--- src/pkg/trf_map.svh ---
// Constants for the request flag decoder and the anticollision logic.
`ifndef TRF_MAP_SVH
`define TRF_MAP_SVH
// Request flag bit positions (bit 1 of the byte is index 0).
`define TRF_RQ_SUBCARRIER 0
`define TRF_RQ_DATA_RATE 1
`define TRF_RQ_INVENTORY 2
`define TRF_RQ_PROTO_EXT 3
`define TRF_RQ_SEL_FAMILY 4
`define TRF_RQ_ADDR_SLOTS 5
`define TRF_RQ_OPTION 6
`define TRF_RQ_RFU 7
// Response flag bit positions.
`define TRF_RS_ERROR 0
// Error codes.
`define TRF_ERR_OPTION 8'h03
`define TRF_ERR_GENERIC 8'h0F
`define TRF_ERR_NO_BLOCK 8'h10
`define TRF_ERR_ALREADY_LOCKED 8'h11
`define TRF_ERR_LOCKED 8'h12
`define TRF_ERR_PROGRAM 8'h13
`define TRF_ERR_LOCK_FAIL 8'h14
// Inventory geometry.
`define TRF_SLOTS_MULTI 5'h10
`define TRF_SLOT_BITS 4
`define TRF_MASK_MAX_BYTES 8
`define TRF_UID_BITS 64
`define TRF_MASK_LEN_MAX 8'h40
`endif

--- src/pkg/trf_pkg.sv ---
// Types shared by the request flag and anticollision modules.
package trf_pkg;
    // Error causes reported by the command executor.
    typedef enum logic [2:0] {
        TRF_EC_NONE = 3'h0,
        TRF_EC_OPTION = 3'h1,
        TRF_EC_GENERIC = 3'h2,
        TRF_EC_NO_BLOCK = 3'h3,
        TRF_EC_ALREADY_LOCKED = 3'h4,
        TRF_EC_LOCKED = 3'h5,
        TRF_EC_PROGRAM = 3'h6,
        TRF_EC_LOCK_FAIL = 3'h7
    } trf_err_cause_e;
    // Anticollision slot sequencer states.
    typedef enum logic [2:0] {
        TRF_AC_IDLE = 3'b001,
        TRF_AC_SLOT = 3'b010,
        TRF_AC_DONE = 3'b100
    } trf_ac_state_e;
endpackage

--- src/pkg/trf_flags_if.sv ---
// Decoded request flags passed from the decoder to the top module.
`timescale 1ns/1ps
interface trf_flags_if;
    logic two_subcarriers;
    logic high_rate;
    logic inventory;
    logic proto_ext;
    logic select_only;
    logic addressed;
    logic family_field_present;
    logic single_slot_sel;
    logic option_set;
    logic rfu_set;
    modport dec (output two_subcarriers, high_rate, inventory, proto_ext,
        select_only, addressed, family_field_present, single_slot_sel,
        option_set, rfu_set);
    modport use_side (input two_subcarriers, high_rate, inventory,
        proto_ext, select_only, addressed, family_field_present,
        single_slot_sel, option_set, rfu_set);
endinterface

--- src/hw/trf_flag_decode.sv ---
// Combinational decoder of the request flag byte.
`timescale 1ns/1ps
`include "trf_map.svh"
module trf_flag_decode (
    // Raw flag byte.
    input wire logic [7:0] req_flags,
    // Decoded flags.
    trf_flags_if.dec fl
);
    // The inventory bit selects what index bits 4 and 5 mean; option and RFU bits do not depend on it.
    always_comb begin
        fl.two_subcarriers = req_flags[`TRF_RQ_SUBCARRIER];
        fl.high_rate = req_flags[`TRF_RQ_DATA_RATE];
        fl.inventory = req_flags[`TRF_RQ_INVENTORY];
        fl.proto_ext = req_flags[`TRF_RQ_PROTO_EXT];
        fl.select_only = !req_flags[`TRF_RQ_INVENTORY]
            && req_flags[`TRF_RQ_SEL_FAMILY];
        fl.addressed = !req_flags[`TRF_RQ_INVENTORY]
            && req_flags[`TRF_RQ_ADDR_SLOTS];
        fl.family_field_present = req_flags[`TRF_RQ_INVENTORY]
            && req_flags[`TRF_RQ_SEL_FAMILY];
        fl.single_slot_sel = req_flags[`TRF_RQ_INVENTORY]
            && req_flags[`TRF_RQ_ADDR_SLOTS];
        fl.option_set = req_flags[`TRF_RQ_OPTION];
        fl.rfu_set = req_flags[`TRF_RQ_RFU];
    end
endmodule

--- src/hw/trf_mask_match.sv ---
// Compares slot number and mask against the low bits of the identifier.
`timescale 1ns/1ps
`include "trf_map.svh"
module trf_mask_match (
    // Identifier and received mask.
    input wire logic [63:0] uid,
    input wire logic [63:0] mask,
    input wire logic [6:0] mask_len,
    // Slot selection.
    input wire logic [3:0] slot_num,
    input wire logic single_slot,
    // Result.
    output logic hit
);
    logic [63:0] keep;
    logic [63:0] slot_pos;
    logic [63:0] want;
    logic slot_ok;
    // Per-bit mask of the significant bits, one loop over the identifier.
    for (genvar i = 0; i < `TRF_UID_BITS; i++) begin : g_keep
        assign keep[i] = (7'(i) < mask_len);
    end
    // Slot bits sit directly above the significant mask bits.
    always_comb begin
        want = mask & keep;
        slot_pos = 64'(slot_num) << mask_len;
        slot_ok = single_slot || mask_len > 7'h3c
            || ((uid & (64'h0000_0000_0000_000F << mask_len)) == slot_pos);
        hit = ((uid & keep) == want) && slot_ok;
    end
endmodule

--- src/hw/trf_request_flags.sv ---
// Request flag decode, response flag build and inventory anticollision.
`timescale 1ns/1ps
`include "trf_map.svh"
module trf_request_flags (
    // Clock and reset.
    input wire logic mclk,
    input wire logic srst,
    // Received request, from the frame decoder on this clock.
    input wire logic req_valid,
    input wire logic [7:0] req_flags,
    input wire logic [7:0] req_cmd_is_inv,
    input wire logic [7:0] req_mask_len,
    input wire logic [63:0] req_mask,
    input wire logic req_uid_match,
    // Frame events from the reader.
    input wire logic sof_seen,
    input wire logic eof_alone,
    // Tag state and identity.
    input wire logic tag_selected,
    input wire logic [63:0] uid,
    // Error cause from command execution.
    input wire logic err_valid,
    input wire logic [2:0] err_cause,
    // Reply configuration.
    output logic reply_two_sub,
    output logic reply_high_rate,
    output logic family_field_present,
    output logic single_slot_sel,
    // Execution decisions.
    output logic exec_ok,
    output logic opt_reject,
    // Response flag and error code.
    output logic [7:0] resp_flags,
    output logic [7:0] resp_err_code,
    output logic resp_err_valid,
    // Anticollision.
    output logic inv_active,
    output logic [3:0] slot_num,
    output logic inv_answer
);
    // ------------------------------------------------------------
    // Flag decode
    // ------------------------------------------------------------
    trf_flags_if fl ();
    trf_flag_decode u_dec (
        .req_flags(req_flags),
        .fl(fl)
    );

    logic is_inv;
    logic mask_bad;
    assign is_inv = fl.inventory && (req_cmd_is_inv != 8'h00);
    assign mask_bad = req_mask_len > `TRF_MASK_LEN_MAX;

    // Reply mode latched on every request; it governs only our replies.
    always_ff @(posedge mclk) begin
        if (srst) begin
            reply_two_sub <= 1'b0;
            reply_high_rate <= 1'b0;
            family_field_present <= 1'b0;
            single_slot_sel <= 1'b0;
        end else if (req_valid) begin
            reply_two_sub <= fl.two_subcarriers;
            reply_high_rate <= fl.high_rate;
            family_field_present <= fl.family_field_present;
            single_slot_sel <= fl.single_slot_sel;
        end
    end

    // ------------------------------------------------------------
    // Execution decision for non-inventory requests
    // ------------------------------------------------------------
    // Select and addressed together is the illegal combination; it is
    // refused as an unsupported option rather than executed.
    always_ff @(posedge mclk) begin
        if (srst) begin
            exec_ok <= 1'b0;
            opt_reject <= 1'b0;
        end else if (req_valid && !fl.inventory) begin
            opt_reject <= fl.select_only && fl.addressed;
            if (fl.select_only) begin
                exec_ok <= !fl.addressed && tag_selected;
            end else if (fl.addressed) begin
                exec_ok <= req_uid_match;
            end else begin
                exec_ok <= 1'b1;
            end
        end else begin
            exec_ok <= 1'b0;
            opt_reject <= 1'b0;
        end
    end

    // ------------------------------------------------------------
    // Response flags and error code
    // ------------------------------------------------------------
    logic [7:0] next_code;
    always_comb begin
        unique case (err_cause)
            3'h1: next_code = `TRF_ERR_OPTION;
            3'h3: next_code = `TRF_ERR_NO_BLOCK;
            3'h4: next_code = `TRF_ERR_ALREADY_LOCKED;
            3'h5: next_code = `TRF_ERR_LOCKED;
            3'h6: next_code = `TRF_ERR_PROGRAM;
            3'h7: next_code = `TRF_ERR_LOCK_FAIL;
            default: next_code = `TRF_ERR_GENERIC;
        endcase
    end

    // A zero cause with err_valid still reports the generic code, so a
    // reserved value can never leave the block.
    always_ff @(posedge mclk) begin
        if (srst) begin
            resp_flags <= 8'h00;
            resp_err_code <= 8'h00;
            resp_err_valid <= 1'b0;
        end else if (err_valid || opt_reject) begin
            resp_flags <= 8'h01;
            resp_err_code <= opt_reject ? `TRF_ERR_OPTION : next_code;
            resp_err_valid <= 1'b1;
        end else if (req_valid) begin
            resp_flags <= 8'h00;
            resp_err_code <= 8'h00;
            resp_err_valid <= 1'b0;
        end
    end

    // ------------------------------------------------------------
    // Anticollision slot sequencer
    // ------------------------------------------------------------
    trf_pkg::trf_ac_state_e ac_state;
    logic slot_hit;
    logic [63:0] mask_q;
    logic [6:0] len_q;
    logic single_q;

    // Mask bits arrive low bit first, so the word is already LSB-aligned
    // and the zero padding at the top is ignored by the length.
    always_ff @(posedge mclk) begin
        if (srst) begin
            mask_q <= 64'h0000_0000_0000_0000;
            len_q <= 7'h00;
            single_q <= 1'b0;
        end else if (req_valid && is_inv && !mask_bad) begin
            mask_q <= req_mask;
            len_q <= req_mask_len[6:0];
            single_q <= fl.single_slot_sel;
        end
    end

    trf_mask_match u_match (
        .uid(uid),
        .mask(mask_q),
        .mask_len(len_q),
        .slot_num(slot_num),
        .single_slot(single_q),
        .hit(slot_hit)
    );

    // New request takes priority: a start of frame ends the sequence.
    always_ff @(posedge mclk) begin
        if (srst) begin
            ac_state <= trf_pkg::TRF_AC_IDLE;
            slot_num <= 4'h0;
        end else if (req_valid) begin
            slot_num <= 4'h0;
            ac_state <= (is_inv && !mask_bad) ? trf_pkg::TRF_AC_SLOT
                : trf_pkg::TRF_AC_IDLE;
        end else if (sof_seen) begin
            ac_state <= trf_pkg::TRF_AC_IDLE;
        end else begin
            unique case (ac_state)
                trf_pkg::TRF_AC_IDLE: begin
                    slot_num <= slot_num;
                end
                trf_pkg::TRF_AC_SLOT: begin
                    if (eof_alone) begin
                        if (!single_q && slot_num != 4'hF) begin
                            slot_num <= slot_num + 4'h1;
                        end else begin
                            ac_state <= trf_pkg::TRF_AC_DONE;
                        end
                    end
                end
                trf_pkg::TRF_AC_DONE: begin
                    slot_num <= slot_num;
                end
                default: ac_state <= trf_pkg::TRF_AC_IDLE;
            endcase
        end
    end

    // Slot entry strobe, one cycle per slot entered; the match is tested at the answer.
    logic slot_entry;
    always_ff @(posedge mclk) begin
        if (srst) begin
            slot_entry <= 1'b0;
        end else begin
            slot_entry <= (req_valid && is_inv && !mask_bad)
                || (ac_state == trf_pkg::TRF_AC_SLOT && eof_alone
                    && !sof_seen && !single_q && slot_num != 4'hF);
        end
    end

    // Registered answer and activity; a frame start in the same cycle blocks the answer but not the activity.
    always_ff @(posedge mclk) begin
        if (srst) begin
            inv_answer <= 1'b0;
            inv_active <= 1'b0;
        end else begin
            inv_answer <= slot_entry && slot_hit && !sof_seen
                && ac_state == trf_pkg::TRF_AC_SLOT;
            inv_active <= ac_state == trf_pkg::TRF_AC_SLOT;
        end
    end
endmodule

--- config.mk ---
export PLATFORM = sky130hd
export DESIGN_NAME = trf_request_flags
export DESIGN_NICKNAME = d
export VERILOG_FILES = /design/src/pkg/trf_pkg.sv /design/src/pkg/trf_flags_if.sv /design/src/hw/trf_flag_decode.sv /design/src/hw/trf_mask_match.sv /design/src/hw/trf_request_flags.sv
export VERILOG_INCLUDE_DIRS = /design/src /design/src/pkg
export SDC_FILE = /design/constraint.sdc
export NUM_CORES = 1
export LEC_CHECK = 0
export CAP_MARGIN = 20
export CORE_MARGIN = 3
export CORE_UTILIZATION = 55
export DETAILED_ROUTE_END_ITERATION = 7
export DONT_BUFFER_PORTS = 1
export PLACE_DENSITY = 0.75
export SYNTH_ARGS = -nofsm -noshare
export SYNTH_HDL_FRONTEND = slang
export SYNTH_SLANG_ARGS = --single-unit
--- constraint.sdc ---
create_clock -name mclk -period 2.35 [get_ports mclk]
set_input_delay 0.5875 -clock mclk [delete_from_list [all_inputs] [get_ports mclk]]
set_output_delay 0.5875 -clock mclk [all_outputs]
set_load 0.005 [all_outputs]
======== Word-level counts from Yosys, hierarchy flattened ========
Index checks and enable logic that the tools add are counted.
storage, ports and cells
  bits in registers ....................... 98
  latch bits .............................. 0
  RAM bits ................................ 0
  bits in read-only memories .............. 0
  bits of input ports ..................... 163
  output and inout bits ................... 29
  logic and storage cells ................. 158
  memories ................................ 0
cells by class
  add/subtract/negate cells ............... 1
  multipliers ............................. 0
  divide/modulo/power cells ............... 0
  magnitude comparators ................... 66
  equal/unequal tests ..................... 15
  shift operators ......................... 2
  mux-type cells .......................... 16
  bitwise logic cells ..................... 5
  reductions and logical operators ........ 36
operators with widths
  operator                count
  $lt A6 B7 Y1 const A    32
  $and A64 B64 Y64        3
  $eq A64 B64 Y1          2
  $lt A5 B7 Y1 const A    16
  $shl A4 B7 Y64          1
  $shl A4 B7 Y64 const A  1
  $lt A4 B7 Y1 const A    8
  $pmux W5 S6             1
  $lt A3 B7 Y1 const A    4
  $mux W8                 3
  $logic_and A1 B1 Y1     20
  $eq A3 B3 Y1 const B    5
  $lt A1 B7 Y1 const A    2
  $lt A2 B7 Y1 const A    2
  $mux W3                 4
  $ne A4 B4 Y1 const B    3
  $gt A8 B7 Y1 const B    1
  $reduce_bool A8 Y1      1
  $gt A7 B6 Y1 const B    1
  $eq A3 B1 Y1 const B    2
  $eq A3 B2 Y1 const B    2
  $mux W1                 6
  $pmux W3 S2             1
  $reduce_or A2 Y1        3
  other kinds (9)         17

======== Depth between registers and ports, before layout ========
  depth after elaboration ................. 8
  gate-level depth with buffers ........... 12
  mapped depth without buffers ............ 10

======== Cells and area by module ========
A second synthesis with hierarchy kept.
unflattened totals
  cell total of the unflattened synthesis .. 946
  area, all modules ....................... 7818.7 um2
by module, submodules not included
  module             times used  cells an instance  area each (um2)  seq. area each (um2)
  trf_request_flags  1           430                4321.6           1881.8
  trf_mask_match     1           506                3427.0           0.0
  trf_flag_decode    1           10                 70.1             0.0

======== Least setup slack after synthesis ========
No wires, ideal clock.
  path kind ............................... register -> register
  start ................................... register len_q[1]
  end ..................................... register inv_answer
  arrival ................................. 2.382 ns
  required time ........................... 2.271 ns
  slack ................................... -0.111 ns
  cell stages (with the launch flop) ...... 13
  clock period less this slack ............ 2.461 ns
  cells stage by stage .................... dfxtp_1 buf_4 buf_6 inv_1 ha_1 nor2b_4 a21oi_1 or3_1 nor3_2 a21oi_1 nor4_1 o2111ai_1 a211oi_2
on the way
  word-level cells in the longest chain between the ends .. 8
RTL lines
  element                                               RTL line                  text
  start, declared                                       trf_request_flags.sv:134  logic [6:0] len_q;
  start signal, assigned                                trf_request_flags.sv:146  len_q <= req_mask_len[6:0];
  branches (longest 4 deep; another with $lt A1 B7 Y1)  --
  $logic_and A1 B1 Y1 (*)                               trf_mask_match.sv:29      hit = ((uid & keep) == want) && slot_ok;
  $logic_and A1 B1 Y1 (*) (2 in a row)                  trf_request_flags.sv:211  inv_answer <= slot_entry && slot_hit && !sof_seen
  $logic_and A1 B1 Y1 (*)                               trf_request_flags.sv:212  && ac_state == trf_pkg::TRF_AC_SLOT;
  end signal, assigned                                  trf_request_flags.sv:211
  end, declared                                         trf_request_flags.sv:39   output logic inv_answer
Mark *: on every way between the ends.
A chain may end at the register's enable or synchronous reset.

======== Final worst setup path ========
Same ends and word-level chain as after synthesis.

==> impl_metrics.csv <==
group,metric,value,unit
logic_synthesis,yosys.area_share.simple,0.241,
pwr,power,3.87,mW
finish,drive_gt1_frac,0.225,
drt,vias,6960,
placement,dp_hpwl,18.8,mm
clock_tree,clk_latency,0.36,ns
drt,vias_per_cell,5.93,
critical_path,critical_path.most_common_cell,"buf_4",
pwr,swShare,0.244,
die,io_pins,192,
critical_path,cp_num_buf_inv,4,
die,rows,39,
finish,antenna_cells,0,
global_route,antenna_found_initial,0,
global_route,overflow,0,
critical_path,crit_path_max_incr_delay,0.41,ns
pwr,p_leak,3.07,nW
critical_path,endpoint_kind,"register",
clock_tree,cts.clk_slew.worst_paths,0.07,ns
pwr,p_seq_frac,0.429,
finish,synthToLayoutAreaGrowth,23.7,%
sta,rsz0062_at_grt,"yes",
placement,place.gp.congestion,1.05,
finish,fin_cells,1174,
sta,drv_slew,0,
drt,antenna_left,0,
sta,setup_viol,1,
pwr,p_sw,944,uW
drt,drt_iter0_drc,580,
global_route,grt_pass1_wl,35.8,mm
logic_synthesis,synth-edff-count,0,
sta,tightest_slew,0.498,ns
drt,drc,0,
logic_synthesis,muxShareOfSynthArea,0.0460,
finish,mostFrequentLayoutCell,"nand2_1",
sta,period_needed,2.50,ns
die,initial_core_util,0.578,
clock_tree,clkSinkCount,94,
critical_path,cp-start-kind,"register",
pwr,p_int,2.92,mW
sta,hold_violations,0,
critical_path,critPathRequiredTime,2.62,ns
logic_synthesis,synth-seq-cells,94,
die,die_area,13700,um^2
flow_run,maxCapViolations,0,
drt,routed_wl,23.9,mm
die,core,11800,um^2
logic_synthesis,synth_compound_area_frac,0.220,
die,die_h,117,um
clock_tree,root_buffer,"clkbuf_16",
sta,fin_tns_setup,-0.151,ns
placement,dpl_cell_area,7790,um^2
drt,first_pass_iters,6,
critical_path,cp.arrival,2.78,ns
sta,layout_setup_ws,-0.151,ns
global_route,grt_max_degree,94,
drt,route.met2.wl,10.7,mm
finish,final_cell_mix,"187 x nand2_1, 133 x buf_4, 132 x a21oi_1",
finish,final_area,8400,um^2
sta,hold_ws,0.292,ns
sta,max_freq,400,MHz
critical_path,critical_path.max_fanout,7,
critical_path,critical-path-slowest-cell,"dfxtp_4",
placement,io_buffers,0,
clock_tree,cts_buffers,9,
critical_path,path_delay_family,"compound AO/OA/AOI/OAI gates",
status,status,"complete, but fails checks",
clock_tree,postCtsHoldBufs,0,
finish,layout.nets,1174,
drt,wl_met1,10.1,mm
logic_synthesis,yosys_warnings,0,
pwr,clkPwrFrac,0.441,
critical_path,critical_path_class,"register to register",
placement,dp.cells,1143,
logic_synthesis,ys_types,87,
global_route,grt_pass1_vias,6694,
clock_tree,clk_path_buf_depth,2,
critical_path,path_cells,"buf_6 > inv_4 > ha_4 > buf_4 > buf_4 > nand2_2 > nand2_1 > a32o_1 > nor3b_2 > o21ai_1 > o31ai_2 > o2111ai_2 > a211oi_2",
status,violations,"negative setup slack",
die,die_w,117,um
clock_tree,cts_tree,"yes",
pwr,power_density,460,nW/um^2
logic_synthesis,syn-cell-area,6790,um^2
sta,slew-limit-headroom,0.666,
logic_synthesis,syn_avg_cell_area,7.49,um^2
logic_synthesis,synth_flop_cell,"dfxtp_1",
sta,min_period_over_period,1.06,
min_path,hold_path.class,"primary input to register",
sta,worst_clock_skew,0.00588,ns
logic_synthesis,synth_top_family_by_area,"simple AND/OR/NAND/NOR gates",
logic_synthesis,synth_xor_area_frac,0.141,
global_route,track_usage,0.345,
logic_synthesis,synth-adder-area-share,0.00921,
logic_synthesis,postSynthCellCount,907,
pwr,combinationalPowerShare,0.130,
pwr,ir_worst_vdd,602,uV
drt,wl_per_cell,20.4,um
logic_synthesis,synthArstFlopShare,0,
clock_tree,cts_max_level,3,
drt,routed-wl-met3,2.39,mm
logic_synthesis,ys_seq_area_frac,0.277,
drt,top_layer_used,"met4",
flip-flops by register name, indices dropped and copies added, names as in the netlist:
| signal | flops |
|---|---|
| mask_q | 64 |
| len_q | 7 |
| resp_err_code | 5 |
| slot_num | 4 |
| ac_state | 3 |
| exec_ok | 1 |
| family_field_present | 1 |
| inv_active | 1 |
| inv_answer | 1 |
| opt_reject | 1 |
| reply_high_rate | 1 |
| reply_two_sub | 1 |
| resp_flags | 1 |
| single_q | 1 |
| single_slot_sel | 1 |
| slot_entry | 1 |
metrics by stage:
step / setup slack [ns] / utilization
after floorplan: 0.0499 / -
after global placement: -0.333 / 0.662
after detailed placement: -0.344 / 0.662
after CTS: -0.0731 / 0.712
after global routing: -0.236 / 0.715
final: -0.151 / 0.715
final cells by class:
cell class                      count  area, um^2
Sequential cell                    94        1890
Timing Repair Buffer              150        1270
Multi-Input combinational cell    736        4630
Fill cell                        1018        3360
Inverter                           15        66.3
Clock buffer                        9         225
Clock inverter                      6         116
Tap cell                          164         205
power by group through the flow:
stage	clock (mW)	combinational (mW)	sequential [mW]
after floorplan	0	0.360	1.69
after global placement	0	0.464	1.70
after detailed placement	0	0.468	1.70
after CTS	1.71	0.492	1.66
after global routing	1.77	0.544	1.66
final	1.71	0.502	1.66
logic make-up (layout without fill, tap and decap cells):
group                    after synthesis  count (layout)
other                                  1              10
multiplexers                          28              28
XOR/XNOR                             109             109
flip-flops                            94              94
buffers and inverters                 86             180
AO/OA/AOI/OAI                        242             242
adder cells (fa/ha/maj)                5               5
AND/OR/NAND/NOR                      342             342
routing by layer:
metal  global-route usage  up-vias
li1                     -     3317
met5                    0        -
met4                0.117        0
met2                0.552      340
met3               0.0823       50
met1                0.457     3253
cells in the mapped netlist (9+ instances only):
master    number  area share
buf_4         17       0.019
a21oi_1      134       0.099
o22ai_1       11       0.010
dfxtp_1       94        0.28
nor4_1        16       0.015
buf_2         14       0.010
a31oi_1        9      0.0083
clkbuf_1      32       0.018
inv_1         13      0.0072
nor2_1        44       0.024
nand3_1       11      0.0081
mux2i_1       23       0.034
xnor2_1       67       0.086
nand2_1      189        0.10
nor3_1        20       0.015
xor2_1        42       0.054
o21ai_0       28       0.021
timing repair:
item | 4_1_cts | 5_1_grt
gates cloned | 0 | 0
buffers inserted | 15 | 1
resized for setup | 36 | 4
endpoints found under the setup margin | 1 | 1
pin swaps | 20 | 6
hold endpoints to repair | 0 | 0
worst paths after layout:
kind              startpoint         end  slack (ns)  cells after the start
hold / removal          srst   mask_q[8]        0.29                      1
setup reg to reg    len_q[1]  inv_answer       -0.15                     13
setup / recovery    len_q[1]  inv_answer       -0.15                     13
hold reg to reg    mask_q[2]   mask_q[2]        0.46                      2
Power figures use the tool's default switching activity.
